`config.mk`:
```
export PLATFORM = sky130hd
export DESIGN_NAME = brbio_register_bank
export DESIGN_NICKNAME = d
export VERILOG_FILES = /design/src/design/brbio_register_bank.v /design/src/design/brbio_glitch_filter.v
export VERILOG_INCLUDE_DIRS = /design/src /design/src/design
export SDC_FILE = /design/constraint.sdc
export NUM_CORES = 1
export LEC_CHECK = 0
export BUFFER_PORTS_ARGS = -buffer_cell sky130_fd_sc_hd__buf_2
export CORE_ASPECT_RATIO = 1.2
export CORE_MARGIN = 2
export CORE_UTILIZATION = 46
export DETAILED_ROUTE_END_ITERATION = 10
export HOLD_SLACK_MARGIN = 0.15
export PLACE_DENSITY = 0.85
export SLEW_MARGIN = 30
export SYNTH_ARGS = -nofsm -noshare
export SYNTH_HDL_FRONTEND = slang
export SYNTH_SLANG_ARGS = --single-unit
```
`constraint.sdc`:
```
create_clock -name clk_sys -period 3.8 [get_ports clk_sys]
set_clock_uncertainty 0.2 [all_clocks]
set_input_delay 0.95 -clock clk_sys [delete_from_list [all_inputs] [get_ports clk_sys]]
set_output_delay 0.95 -clock clk_sys [all_outputs]
set_load 0.005 [all_outputs]
```
`src/design/brbio_defines.vh`:
```
// Purpose: Constants for the bridge register bank and I/O port
// Assumes: 32-bit AXI4-Lite word per register, 100 MHz system clock
// Notes:   Printed offsets are indices; byte address is four times the index
`ifndef BRBIO_DEFINES_VH
`define BRBIO_DEFINES_VH

// Register indices
`define BRBIO_IDX_PIN_CONFIG     3'h0
`define BRBIO_IDX_PIN_LEVEL      3'h1
`define BRBIO_IDX_CLOCK_DIV      3'h2
`define BRBIO_IDX_TIMEOUT        3'h3
`define BRBIO_IDX_STATUS         3'h4
`define BRBIO_IDX_OWN_ADDR       3'h5
`define BRBIO_IDX_LAST           3'h5

// Reset values
`define BRBIO_RST_PIN_CONFIG     8'h00
`define BRBIO_RST_PIN_LEVEL      8'h3f
`define BRBIO_RST_CLOCK_DIV      8'h19
`define BRBIO_RST_TIMEOUT        8'hfe
`define BRBIO_RST_STATUS         8'hf0
`define BRBIO_RST_OWN_ADDR       8'h00

// Pin type encodings
`define BRBIO_TYPE_QUASI         2'h0
`define BRBIO_TYPE_INPUT         2'h1
`define BRBIO_TYPE_PUSH_PULL     2'h2
`define BRBIO_TYPE_OPEN_DRAIN    2'h3

// Pin counts and field positions
`define BRBIO_NUM_PROG           4
`define BRBIO_NUM_PINS           6
`define BRBIO_LEVEL_MASK         8'h3f
`define BRBIO_ADDR_LSB_MASK      8'hfe

// Strong pull-up pulse length in system clock cycles
`define BRBIO_STRONG_CYCLES      2

// AXI responses
`define BRBIO_RESP_OKAY          2'h0
`define BRBIO_RESP_SLVERR        2'h2

`endif

```
`src/design/brbio_register_bank.v`:
```
// Purpose: Register bank of the bridge with its six-pin programmable I/O port
// Assumes: Single clock clk_sys at 100 MHz, AXI4-Lite master, pins sampled async
// Notes:   Bus engine registers are plain storage, own address with bit 0 cleared; status reads its reset value

`include "brbio_defines.vh"

// How it works
// - The host link is a mode 3 serial slave at up to 1.2 Mbit/s, here reached as bus accesses.
// - Each programmable pin has its own two-bit type field in the config register.
// - Pin n takes its type from config bits 2n+1..2n: 00 quasi, 01 input, 10 push-pull, 11 open-drain.
// - The two fixed pins are always quasi-bidirectional and have no type field.
// - A quasi pin turns on its very weak pull-up whenever its latch holds 1.
// - A quasi pin turns on its weak pull-up only while latch and sensed level are both 1.
// - A quasi pin turns on its strong pull-down whenever its latch holds 0.
// - A quasi pin pulses its strong pull-up for exactly two clocks when its latch goes 0 to 1.
// - A quasi pin is input and output at once, its level readable while the latch holds 1.
// - An open-drain pin has no pull-up and pulls down only while its latch holds 0.
// - A push-pull pin drives low on latch 0 and strongly high on latch 1.
// - An input-only pin is never driven and is only sampled.
// - Every pin input passes glitch suppression before use.
// - The level register reads the pin levels and a write loads the latches of output pins.
// - Reset low restores every register to its default and resets the host interface.
module brbio_register_bank
(
   // Clock and reset
   input  wire        clk_sys,
   input  wire        resetn,
   // AXI4-Lite write address
   input  wire [31:0] s_axi_awaddr,
   input  wire        s_axi_awvalid,
   output wire        s_axi_awready,
   // AXI4-Lite write data
   input  wire [31:0] s_axi_wdata,
   input  wire [3:0]  s_axi_wstrb,
   input  wire        s_axi_wvalid,
   output wire        s_axi_wready,
   // AXI4-Lite write response
   output reg  [1:0]  s_axi_bresp,
   output reg         s_axi_bvalid,
   input  wire        s_axi_bready,
   // AXI4-Lite read address
   input  wire [31:0] s_axi_araddr,
   input  wire        s_axi_arvalid,
   output wire        s_axi_arready,
   // AXI4-Lite read data
   output reg  [31:0] s_axi_rdata,
   output reg  [1:0]  s_axi_rresp,
   output reg         s_axi_rvalid,
   input  wire        s_axi_rready,
   // Pin pads: sensed level and drive enables
   input  wire [5:0]  pin_in,
   output reg  [5:0]  pin_pull_down_en,
   output reg  [5:0]  pin_very_weak_up_en,
   output reg  [5:0]  pin_weak_up_en,
   output reg  [5:0]  pin_strong_up_en,
   // Settings held for the bus engine
   output wire [7:0]  bus_clock_divider,
   output wire [7:0]  bus_timeout_setting,
   output wire        timeout_enable_bit,
   output wire [7:0]  own_bus_address
);

   parameter NUM_PROG = `BRBIO_NUM_PROG;
   parameter NUM_PINS = `BRBIO_NUM_PINS;

   // Type of one pin; fixed pins are always quasi
   function [1:0] pin_type;
      input [7:0] cfg;
      input integer idx;
      begin
         if (idx < NUM_PROG)
            pin_type = {cfg[2*idx+1], cfg[2*idx]};
         else
            pin_type = `BRBIO_TYPE_QUASI;
      end
   endfunction

   // Register index from a byte address, or an out-of-range marker
   function [3:0] reg_index;
      input [31:0] addr;
      begin
         if ((addr[31:5] == 27'h0) && (addr[4:2] <= `BRBIO_IDX_LAST))
            reg_index = {1'b0, addr[4:2]};
         else
            reg_index = 4'h8;
      end
   endfunction

   reg  [7:0]  pin_type_config_r;
   reg  [5:0]  pin_latch_r;
   reg  [7:0]  bus_clock_divider_r;
   reg  [7:0]  bus_timeout_setting_r;
   reg  [7:0]  own_bus_address_r;
   reg  [5:0]  latch_prev_r;
   reg  [5:0]  strong_pulse_r;
   reg  [5:0]  strong_pulse_nxt;
   reg  [1:0]  strong_cnt_r [0:5];
   reg  [31:0] awaddr_r;
   reg         aw_held_r;
   reg  [31:0] wdata_r;
   reg  [3:0]  wstrb_r;
   reg         w_held_r;
   wire [5:0]  pin_level;
   wire [7:0]  level_readback;
   wire [3:0]  wr_idx;
   wire [3:0]  rd_idx;
   wire        do_write;
   wire        byte0_en;
   integer     i;
   integer     j;
   integer     k;
   integer     m;

   // Filtered input path for every pin
   genvar g;
   generate
      for (g = 0; g < NUM_PINS; g = g + 1)
      begin : gen_filter
         brbio_glitch_filter u_filter
         (
            .clk_sys   (clk_sys),
            .resetn    (resetn),
            .pin_in    (pin_in[g]),
            .level_out (pin_level[g])
         );
      end
   endgenerate

   // Read shows real pin levels, upper bits zero
   assign level_readback = {2'h0, pin_level};

   assign bus_clock_divider   = bus_clock_divider_r;
   assign bus_timeout_setting = bus_timeout_setting_r;
   assign timeout_enable_bit  = bus_timeout_setting_r[0];
   assign own_bus_address     = own_bus_address_r;

   // Address and data are captured independently, in either order
   assign s_axi_awready = !aw_held_r && !s_axi_bvalid;
   assign s_axi_wready  = !w_held_r && !s_axi_bvalid;
   assign do_write      = aw_held_r && w_held_r && !s_axi_bvalid;
   assign wr_idx        = reg_index(awaddr_r);
   assign byte0_en      = wstrb_r[0];

   always @(posedge clk_sys or negedge resetn)
   begin
      if (!resetn)
      begin
         awaddr_r  <= 32'h0000_0000;
         aw_held_r <= 1'b0;
         wdata_r   <= 32'h0000_0000;
         wstrb_r   <= 4'h0;
         w_held_r  <= 1'b0;
      end
      else
      begin
         if (s_axi_awvalid && s_axi_awready)
         begin
            awaddr_r  <= s_axi_awaddr;
            aw_held_r <= 1'b1;
         end
         else if (do_write)
            aw_held_r <= 1'b0;
         if (s_axi_wvalid && s_axi_wready)
         begin
            wdata_r  <= s_axi_wdata;
            wstrb_r  <= s_axi_wstrb;
            w_held_r <= 1'b1;
         end
         else if (do_write)
            w_held_r <= 1'b0;
      end
   end

   // Register writes and write response; reset restores defaults
   always @(posedge clk_sys or negedge resetn)
   begin
      if (!resetn)
      begin
         pin_type_config_r     <= `BRBIO_RST_PIN_CONFIG;
         pin_latch_r           <= 6'h3f;
         bus_clock_divider_r   <= `BRBIO_RST_CLOCK_DIV;
         bus_timeout_setting_r <= `BRBIO_RST_TIMEOUT;
         own_bus_address_r     <= `BRBIO_RST_OWN_ADDR;
         s_axi_bvalid          <= 1'b0;
         s_axi_bresp           <= `BRBIO_RESP_OKAY;
      end
      else
      begin
         if (s_axi_bvalid && s_axi_bready)
            s_axi_bvalid <= 1'b0;
         if (do_write)
         begin
            s_axi_bvalid <= 1'b1;
            s_axi_bresp  <= (wr_idx[3] || (wr_idx[2:0] == `BRBIO_IDX_STATUS)) ?
                            `BRBIO_RESP_SLVERR : `BRBIO_RESP_OKAY;
            if (byte0_en && !wr_idx[3])
            begin
               case (wr_idx[2:0])
                  `BRBIO_IDX_PIN_CONFIG:
                     pin_type_config_r <= wdata_r[7:0];
                  `BRBIO_IDX_PIN_LEVEL:
                  begin
                     // Only output-capable pins take the new latch value
                     for (j = 0; j < NUM_PINS; j = j + 1)
                        if (pin_type(pin_type_config_r, j) != `BRBIO_TYPE_INPUT)
                           pin_latch_r[j] <= wdata_r[j];
                  end
                  `BRBIO_IDX_CLOCK_DIV:
                     bus_clock_divider_r <= wdata_r[7:0];
                  `BRBIO_IDX_TIMEOUT:
                     bus_timeout_setting_r <= wdata_r[7:0];
                  `BRBIO_IDX_OWN_ADDR:
                     own_bus_address_r <= wdata_r[7:0] & `BRBIO_ADDR_LSB_MASK;
                  default:
                     own_bus_address_r <= own_bus_address_r;
               endcase
            end
         end
      end
   end

   // Read channel: one access at a time, answer one cycle after address
   assign s_axi_arready = !s_axi_rvalid;
   assign rd_idx        = reg_index(s_axi_araddr);

   always @(posedge clk_sys or negedge resetn)
   begin
      if (!resetn)
      begin
         s_axi_rvalid <= 1'b0;
         s_axi_rdata  <= 32'h0000_0000;
         s_axi_rresp  <= `BRBIO_RESP_OKAY;
      end
      else if (s_axi_arvalid && s_axi_arready)
      begin
         s_axi_rvalid <= 1'b1;
         s_axi_rresp  <= rd_idx[3] ? `BRBIO_RESP_SLVERR : `BRBIO_RESP_OKAY;
         case (rd_idx)
            {1'b0, `BRBIO_IDX_PIN_CONFIG}: s_axi_rdata <= {24'h0, pin_type_config_r};
            {1'b0, `BRBIO_IDX_PIN_LEVEL}:  s_axi_rdata <= {24'h0, level_readback};
            {1'b0, `BRBIO_IDX_CLOCK_DIV}:  s_axi_rdata <= {24'h0, bus_clock_divider_r};
            {1'b0, `BRBIO_IDX_TIMEOUT}:    s_axi_rdata <= {24'h0, bus_timeout_setting_r};
            {1'b0, `BRBIO_IDX_STATUS}:     s_axi_rdata <= {24'h0, `BRBIO_RST_STATUS};
            {1'b0, `BRBIO_IDX_OWN_ADDR}:   s_axi_rdata <= {24'h0, own_bus_address_r};
            default:                       s_axi_rdata <= 32'h0000_0000;
         endcase
      end
      else if (s_axi_rready)
         s_axi_rvalid <= 1'b0;
   end

   // Strong pull-up pulse on a latch rise; counter gives its length
   always @*
   begin
      // Own loop index so no other process disturbs this one
      for (k = 0; k < NUM_PINS; k = k + 1)
         strong_pulse_nxt[k] = (!latch_prev_r[k] && pin_latch_r[k]) ||
                               (strong_pulse_r[k] &&
                                (strong_cnt_r[k] < (`BRBIO_STRONG_CYCLES - 1)) &&
                                pin_latch_r[k]);
   end

   always @(posedge clk_sys or negedge resetn)
   begin
      if (!resetn)
      begin
         latch_prev_r   <= 6'h3f;
         strong_pulse_r <= 6'h00;
         for (m = 0; m < NUM_PINS; m = m + 1)
            strong_cnt_r[m] <= 2'h0;
      end
      else
      begin
         latch_prev_r   <= pin_latch_r;
         strong_pulse_r <= strong_pulse_nxt;
         for (m = 0; m < NUM_PINS; m = m + 1)
            if (!latch_prev_r[m] && pin_latch_r[m])
               strong_cnt_r[m] <= 2'h0;
            else if (strong_pulse_r[m])
               strong_cnt_r[m] <= strong_cnt_r[m] + 2'h1;
      end
   end

   // Pad drive per pin type; registered so enables never glitch
   always @(posedge clk_sys or negedge resetn)
   begin
      if (!resetn)
      begin
         pin_pull_down_en    <= 6'h00;
         pin_very_weak_up_en <= 6'h00;
         pin_weak_up_en      <= 6'h00;
         pin_strong_up_en    <= 6'h00;
      end
      else
      begin
         for (i = 0; i < NUM_PINS; i = i + 1)
         begin
            case (pin_type(pin_type_config_r, i))
               `BRBIO_TYPE_QUASI:
               begin
                  pin_pull_down_en[i]    <= !pin_latch_r[i];
                  pin_very_weak_up_en[i] <= pin_latch_r[i];
                  pin_weak_up_en[i]      <= pin_latch_r[i] && pin_level[i];
                  pin_strong_up_en[i]    <= strong_pulse_nxt[i];
               end
               `BRBIO_TYPE_PUSH_PULL:
               begin
                  pin_pull_down_en[i]    <= !pin_latch_r[i];
                  pin_very_weak_up_en[i] <= 1'b0;
                  pin_weak_up_en[i]      <= 1'b0;
                  pin_strong_up_en[i]    <= pin_latch_r[i];
               end
               `BRBIO_TYPE_OPEN_DRAIN:
               begin
                  pin_pull_down_en[i]    <= !pin_latch_r[i];
                  pin_very_weak_up_en[i] <= 1'b0;
                  pin_weak_up_en[i]      <= 1'b0;
                  pin_strong_up_en[i]    <= 1'b0;
               end
               default:
               begin
                  // Input only: nothing drives the pad
                  pin_pull_down_en[i]    <= 1'b0;
                  pin_very_weak_up_en[i] <= 1'b0;
                  pin_weak_up_en[i]      <= 1'b0;
                  pin_strong_up_en[i]    <= 1'b0;
               end
            endcase
         end
      end
   end

   // Host link itself is outside this block; bus accesses stand for its frames

endmodule

```
`src/design/brbio_glitch_filter.v`:
```
// Purpose: Synchronise one pin input and suppress short glitches
// Assumes: Pin level may change at any time relative to clk_sys
// Notes:   Output changes only after three equal synchronised samples

`include "brbio_defines.vh"

module brbio_glitch_filter
(
   // Clock and reset
   input  wire        clk_sys,
   input  wire        resetn,
   // Pin level in, filtered level out
   input  wire        pin_in,
   output reg         level_out
);

   reg         sync1_r;
   reg         sync2_r;
   reg  [1:0]  hist_r;

   // Two-flop synchroniser, then stability filter
   always @(posedge clk_sys or negedge resetn)
   begin
      if (!resetn)
      begin
         sync1_r   <= 1'b1;
         sync2_r   <= 1'b1;
         hist_r    <= 2'h3;
         level_out <= 1'b1;
      end
      else
      begin
         sync1_r <= pin_in;
         sync2_r <= sync1_r;
         hist_r  <= {hist_r[0], sync2_r};
         // Accept only a level held for three samples
         if ((hist_r == 2'h3) && sync2_r)
            level_out <= 1'b1;
         else if ((hist_r == 2'h0) && !sync2_r)
            level_out <= 1'b0;
      end
   end

endmodule

```
==> results.md, run 1 <==
- Status: completed
- Crit path DAT: 3040 ps
- FMAX: 339.7 MHz
- Unique masters post-synth: 42
- Num CTS Buffers: 17
- Synth Area in Adders: 0.01107
- Routed len/inst: 16.72 um
- Cts hold-fix bufs: 0
- R2R Setup Slk: 860 ps
- RSZ-0062 raised after global routing: false
- Most frequent cells in the layout: buf_2 (143), dfrtp_1 (114), mux2_2 (78)
- Area share of the largest cell type after synthesis: 0.4208
- Worst-path fanout max: 10
- Area grow syn2layout: 20.23%
- Die Ht: 137.0 um
- Post-Route WL: 14,240 um
- Most common cell after layout, fill and taps aside: buf_2
- Htree depth: 4
- Worst EP required: 3900 ps
- Clock Path Buffers: 2
- Initial Util: 0.4703
- Tot Pwr: 4.457 mW
- Gr usage total: 0.1880
- Setup WS pre-CTS: 980.4 ps
- Syn Area/Cell: 13.19 sq um
- Worst hold path type: reg -> reg
- Largest net degree at the start of global routing: 70
- Worst-path clk slew: 60 ps
- VDD IR max: 0.3871 mV
- Worst-Margin Slew: 909.0 ps
- Post-synthesis mux area share: 0.1521
- Post-synthesis simple-gate area fraction: 0.08361
- Ranking of synthesized cells by area: dfrtp_1 (42%), dfstp_2 (20%), mux2_2 (13%)
- Post-CTS Setup Repair Bufs: 0
- Row count: 48
- Post-synthesis cell count: 514
- Avg Vias per Cell: 5.197
- Root buf cell: clkbuf_16
- Vias in the first global route: 4,414
- Final hold slack: 155.3 ps
- Max transition margin: 0.3914
- Synth Area in XOR/XNOR: 0.007752
- Gr ovfl total: 0
- Sequential area share after synthesis: 0.6224
- Power Density: 546.8 nW/um^2
- Final hold violation count: 0
- Fin util: 0.5655
- Synth Area in Compound Gates: 0.06552
- Final setup margin: 855.9 ps
- Die Area: 15,730 sq um
- Primary FF master, synth: dfrtp_1
- I/O Buffers: 144
- Count of pins over their slew limit: 0
- Kind of critical path: reg -> reg
- Share of cells above drive strength 1: 0.4623
- Number of remaining DRC errors: 0
- First-pass GRT wire length: 22,160 um
- DRT iter0 DRCs: 182
- Die W: 114.8 um
- Register bit count reported by yosys: 166
- Cts repair resizes: 0
- Yosys top cell by area: dfrtp_1
- Largest family of logic cells by synthesized area: multiplexers
- Clk sinks: 166
- First-pass DRT Iterations: 4
- Fin Setup TNS: 0 ps
- Total of max-cap violations: 0
- Final #Nets: 783
- TritonCTS clock tree: yes
- Final ANT Viol Nets: 0
- Leak pwr: 3.822 nW
- Initial antenna violation count: 0
- Min Tclk post-route: 2944 ps
- Worst setup SP type: flip-flop
- Vias: 4,428
- Synth async-reset ratio: 1.000
- Core area: 14,410 sq um
- Period utilization: 0.7748
- Final setup vio count: 0
- GP Congestion: 0.7513
- Clock latency on the worst-skew pair: 430 ps
- Diode count: 0
- Nature of the critical path endpoint: flip-flop
- Post-Syn Area: 6779 sq um
- Io pins: 203
- Number of flops mapped to enable cells by yosys: 0
- Dpl hpwl: 10,430 um
- Synthesis Warnings: 0
-- power by group --
group          total [mW]  leakage [nW]  switching [mW]  internal (mW)
registers            2.25          2.00           0.214           2.04
clock network        1.60         0.263           0.645          0.952
logic               0.606          1.56           0.285          0.321
-- state kept, by name, indices dropped and copies added (netlist names), 7 cells and up --
register,cells
bus_timeout_setting,8
bus_clock_divider,8
awaddr_r,30
strong_cnt_r,12
s_axi_rdata,8
gen_filter.u_filter.hist_r,12
wdata_r,8
pin_type_config_r,8
own_bus_address,7
-- worst max-delay path: stages, from the launching register on --
cell     delay, ps
dfrtp_1        390
nor4_1         510
nand4_2        470
nor3_2         830
mux2_2         420
-- logic make-up (layout without fill, tap and decap cells) --
logic type | count (synthesis) | after routing
muxes | 92 | 92
xor gates and xnor gates | 6 | 6
adders and majority gates | 6 | 6
DFF | 166 | 166
other | 1 | 27
AOI/OAI and AO/OA | 67 | 67
buffers and inverters | 72 | 209
and+or+nand+nor | 104 | 104
-- cell usage after synthesis, types with 2 or more instances --
cell type    n
nand2_1     21
nand3_1      4
nand4_2      2
nor2_1      27
mux2i_1     13
a21oi_1     15
nor4_1      11
a211oi_1     4
nor3b_1      2
mux2_2      78
dfstp_2     52
a31oi_1      4
buf_4       30
o31ai_1      7
a21boi_0     7
nor3_2       3
buf_2        3
xnor2_1      6
o22a_1       3
nand2b_1     4
o21ai_0     15
nand4_1      2
a2bb2oi_1    2
dfrtp_1    114
ha_1         6
clkbuf_1     8
nor2b_1     10
and2_1       6
nor3_1       7
inv_1       30
o2111ai_1    4
o32a_1       4
-- metal layers --
layer / vias to the layer above / track usage / wire [um]
li1: 2038 / - / -
met3: 30 / 0.07352 / 1075
met2: 175 / 0.3153 / 7085
met4: 0 / 0.06894 / 310
met1: 2185 / 0.2190 / 5772
met5: - / 0 / 0
-- metrics by stage --
stage                     cell area, sq um  std cells
after floorplan                       6877        540
after global placement                7594        820
after detailed placement              7594        820
after CTS                             8150        852
after global routing                  8150        852
final                                 8150        852
-- worst paths after layout --
path | from | endpoint | cells past startpoint
max | awaddr_r[7] | bus_clock_divider[7] | 4
min | gen_filter[5].u_filter.sync1_r | gen_filter[5].u_filter.sync2_r | 0
max reg2reg | awaddr_r[7] | bus_clock_divider[7] | 4
min reg2reg | gen_filter[5].u_filter.sync1_r | gen_filter[5].u_filter.sync2_r | 0
max in group asynchronous | resetn | gen_filter[5].u_filter.level_out | 2
min in group asynchronous | resetn | awaddr_r[14] | 1
-- cell type report --
class                           count  area [sq um]
Fill cell                        1167          6264
Sequential cell                   166          4219
Tap cell                          175         219.0
Clock inverter                      7         71.32
Clock buffer                       25         485.5
Timing Repair Buffer              147         762.0
Inverter                           30         112.6
Multi-Input combinational cell    302          2281
Note: power is estimated with default switching activity, not from simulation.
==> run 2, diff against run 1 <==
Settings changed: PLACE_DENSITY 0.85 to 0.87.
Clock period 3.8 ns to 2.5 ns, I/O delays scaled along.
==> results.md, run 2 (synthesized netlist as in run 1, its figures left out) <==
- Period utilization: 0.9071
- Clock latency on the worst-skew pair: 420 ps
- Routed len/inst: 16.76 um
- Critical Path, Cell by Cell: nor4_1 -> nand4_2 -> buf_4 -> nor4_4 -> buf_4 -> mux2_2
- I/O Buffers: 144
- GP Congestion: 0.7557
- Worst EP required: 2610 ps
- Root buf cell: clkbuf_16
- Number of remaining DRC errors: 0
- Crit path largest cell delay: 390 ps
- Min Tclk post-route: 2268 ps
- Io pins: 203
- Gr usage total: 0.1956
- Total of max-cap violations: 0
- Share of cells above drive strength 1: 0.4780
- Hold_sp: gen_filter[3].u_filter.sync1_r
- Hold Path Stages: 0
- Htree depth: 4
- Count of pins over their slew limit: 0
- R2R Setup Slk: 230 ps
- Clk sinks: 166
- Critical path's most frequent cell: buf_4
- Fillers: 1,143
- Final setup vio count: 0
- Final hold slack: 154.9 ps
- Vias: 4,506
- Row count: 48
- Most common cell after layout, fill and taps aside: buf_2
- VDD IR max: 0.6302 mV
- Non-filler cells, final: 878
- Worst-path fanout max: 10
- Core area: 14,410 sq um
- Diode count: 0
- Worst-Margin Slew: 575.3 ps
- Final hold violation count: 0
- Post-Route WL: 14,720 um
- First-pass GRT wire length: 23,270 um
- Max FFs per register: 30
- Max transition margin: 0.6165
- RR Startpoint: awaddr_r[19]
- Area grow syn2layout: 25.12%
- Nature of the critical path endpoint: flip-flop
- RSZ-0062 raised after global routing: false
- First-pass DRT Iterations: 4
- Crit path DAT: 2380 ps
- Initial Util: 0.4703
- Gr ovfl total: 0
- Power Density: 855.3 nW/um^2
- Dpl hpwl: 10,750 um
- Kind of critical path: reg -> reg
- Die Area: 15,730 sq um
- Fin util: 0.5885
- Vias in the first global route: 4,604
- Most frequent cells in the layout: buf_2 (143), dfrtp_1 (114), mux2_2 (78)
- Die W: 114.8 um
- Worst hold path type: reg -> reg
- FMAX: 441.0 MHz
- Worst reg2reg path depth: 6
- Initial antenna violation count: 1
- Status: completed
- Avg Vias per Cell: 5.132
- Hold EP: gen_filter[3].u_filter.sync2_r
- Num CTS Buffers: 17
- Critical-path top delay cell: nor4_1
- Most flops, register: awaddr_r
- Worst setup SP type: flip-flop
- Die Ht: 137.0 um
- Worst-path clk slew: 60 ps
- Final #Nets: 809
- Setup crit start: awaddr_r[19]
- Largest net degree at the start of global routing: 62
- Top Registers: awaddr_r x30, gen_filter.u_filter.hist_r x12, strong_cnt_r x12
- TritonCTS clock tree: yes
- Placed cell count: 838
- Clock Path Buffers: 2
- R2R Path End: own_bus_address[7]
- Final ANT Viol Nets: 0
- Cts repair resizes: 0
- Leak pwr: 3.990 nW
- DRT iter0 DRCs: 228
- Fin Setup TNS: 0 ps
==> run 2: cell count changes in the layout (fill, tap and decap cells not counted), moves of 2 or more <==
cell,change
bufinv_16,+4
buf_12,+2
clkbuf_1,-5
clkbuf_8,-3
dlygate4sd3_1,+7
clkinv_4,+5
buf_4,+17
==> run 2: worst max path at each step <==
stage / depth (start not counted) / to / slack (ps)
after floorplan: 4 / pin_type_config_r[0] / 320
after global placement: 6 / pin_latch_r[5] / 210
after detailed placement: 5 / own_bus_address[7] / 180
after CTS: 5 / own_bus_address[7] / 160
after global routing: 7 / pin_latch_r[4] / 110
final: 6 / own_bus_address[7] / 230
==> run 2: layout make-up <==
cell class | instances | area (sq um) | share of cell area
Sequential cell | 166 | 4219 | 0.4974
Multi-Input combinational cell | 302 | 2276 | 0.2683
Timing Repair Buffer | 173 | 999.7 | 0.1179
Clock buffer | 17 | 425.4 | 0.05015
Clock inverter | 15 | 230.2 | 0.02714
Tap cell | 175 | 219.0 | 0.02582
Inverter | 30 | 112.6 | 0.01328
==> run 2: layer usage <==
| metal | share of wire | wire, um | vias up | global-route usage |
|---|---|---|---|---|
| met1 | 0.40 | 5956 | 2203 | 0.2287 |
| met3 | 0.075 | 1105 | 21 | 0.07086 |
| met5 | 0 | 0 | - | 0 |
| met2 | 0.51 | 7443 | 177 | 0.3353 |
| li1 | - | - | 2105 | - |
| met4 | 0.015 | 214 | 0 | 0.06359 |
==> run 2: what timing repair did <==
action	CTS	global route
hold buffers	7	0
hold endpoints to repair	41	0
buffers inserted	0	1
endpoints found under the setup margin	0	2
==> run 2: critical path: cells and delay by family, from the launching register on <==
family / cells / cell delay, ps
buf+inv: 2 / 430
flops: 1 / 380
mux: 1 / 350
simple gates: 3 / 780
==> run 2: power by group <==
part	internal, mW	leakage, nW	switching (mW)
Clock	1.78	0.309	1.07
Combinational	0.536	1.68	0.447
Sequential	3.10	2.00	0.328
==> run 2: stage by stage <==
step / area, sq um / setup slack [ps] / power, mW
finish: 8482 / 232.3 / 7.254
global route: 8482 / 114.3 / 7.603
CTS: 8474 / 164.3 / 7.329
detailed placement: 7749 / 182.7 / 4.446
global placement: 7749 / 206.2 / 4.370
floorplan: 6877 / 325.0 / 4.044
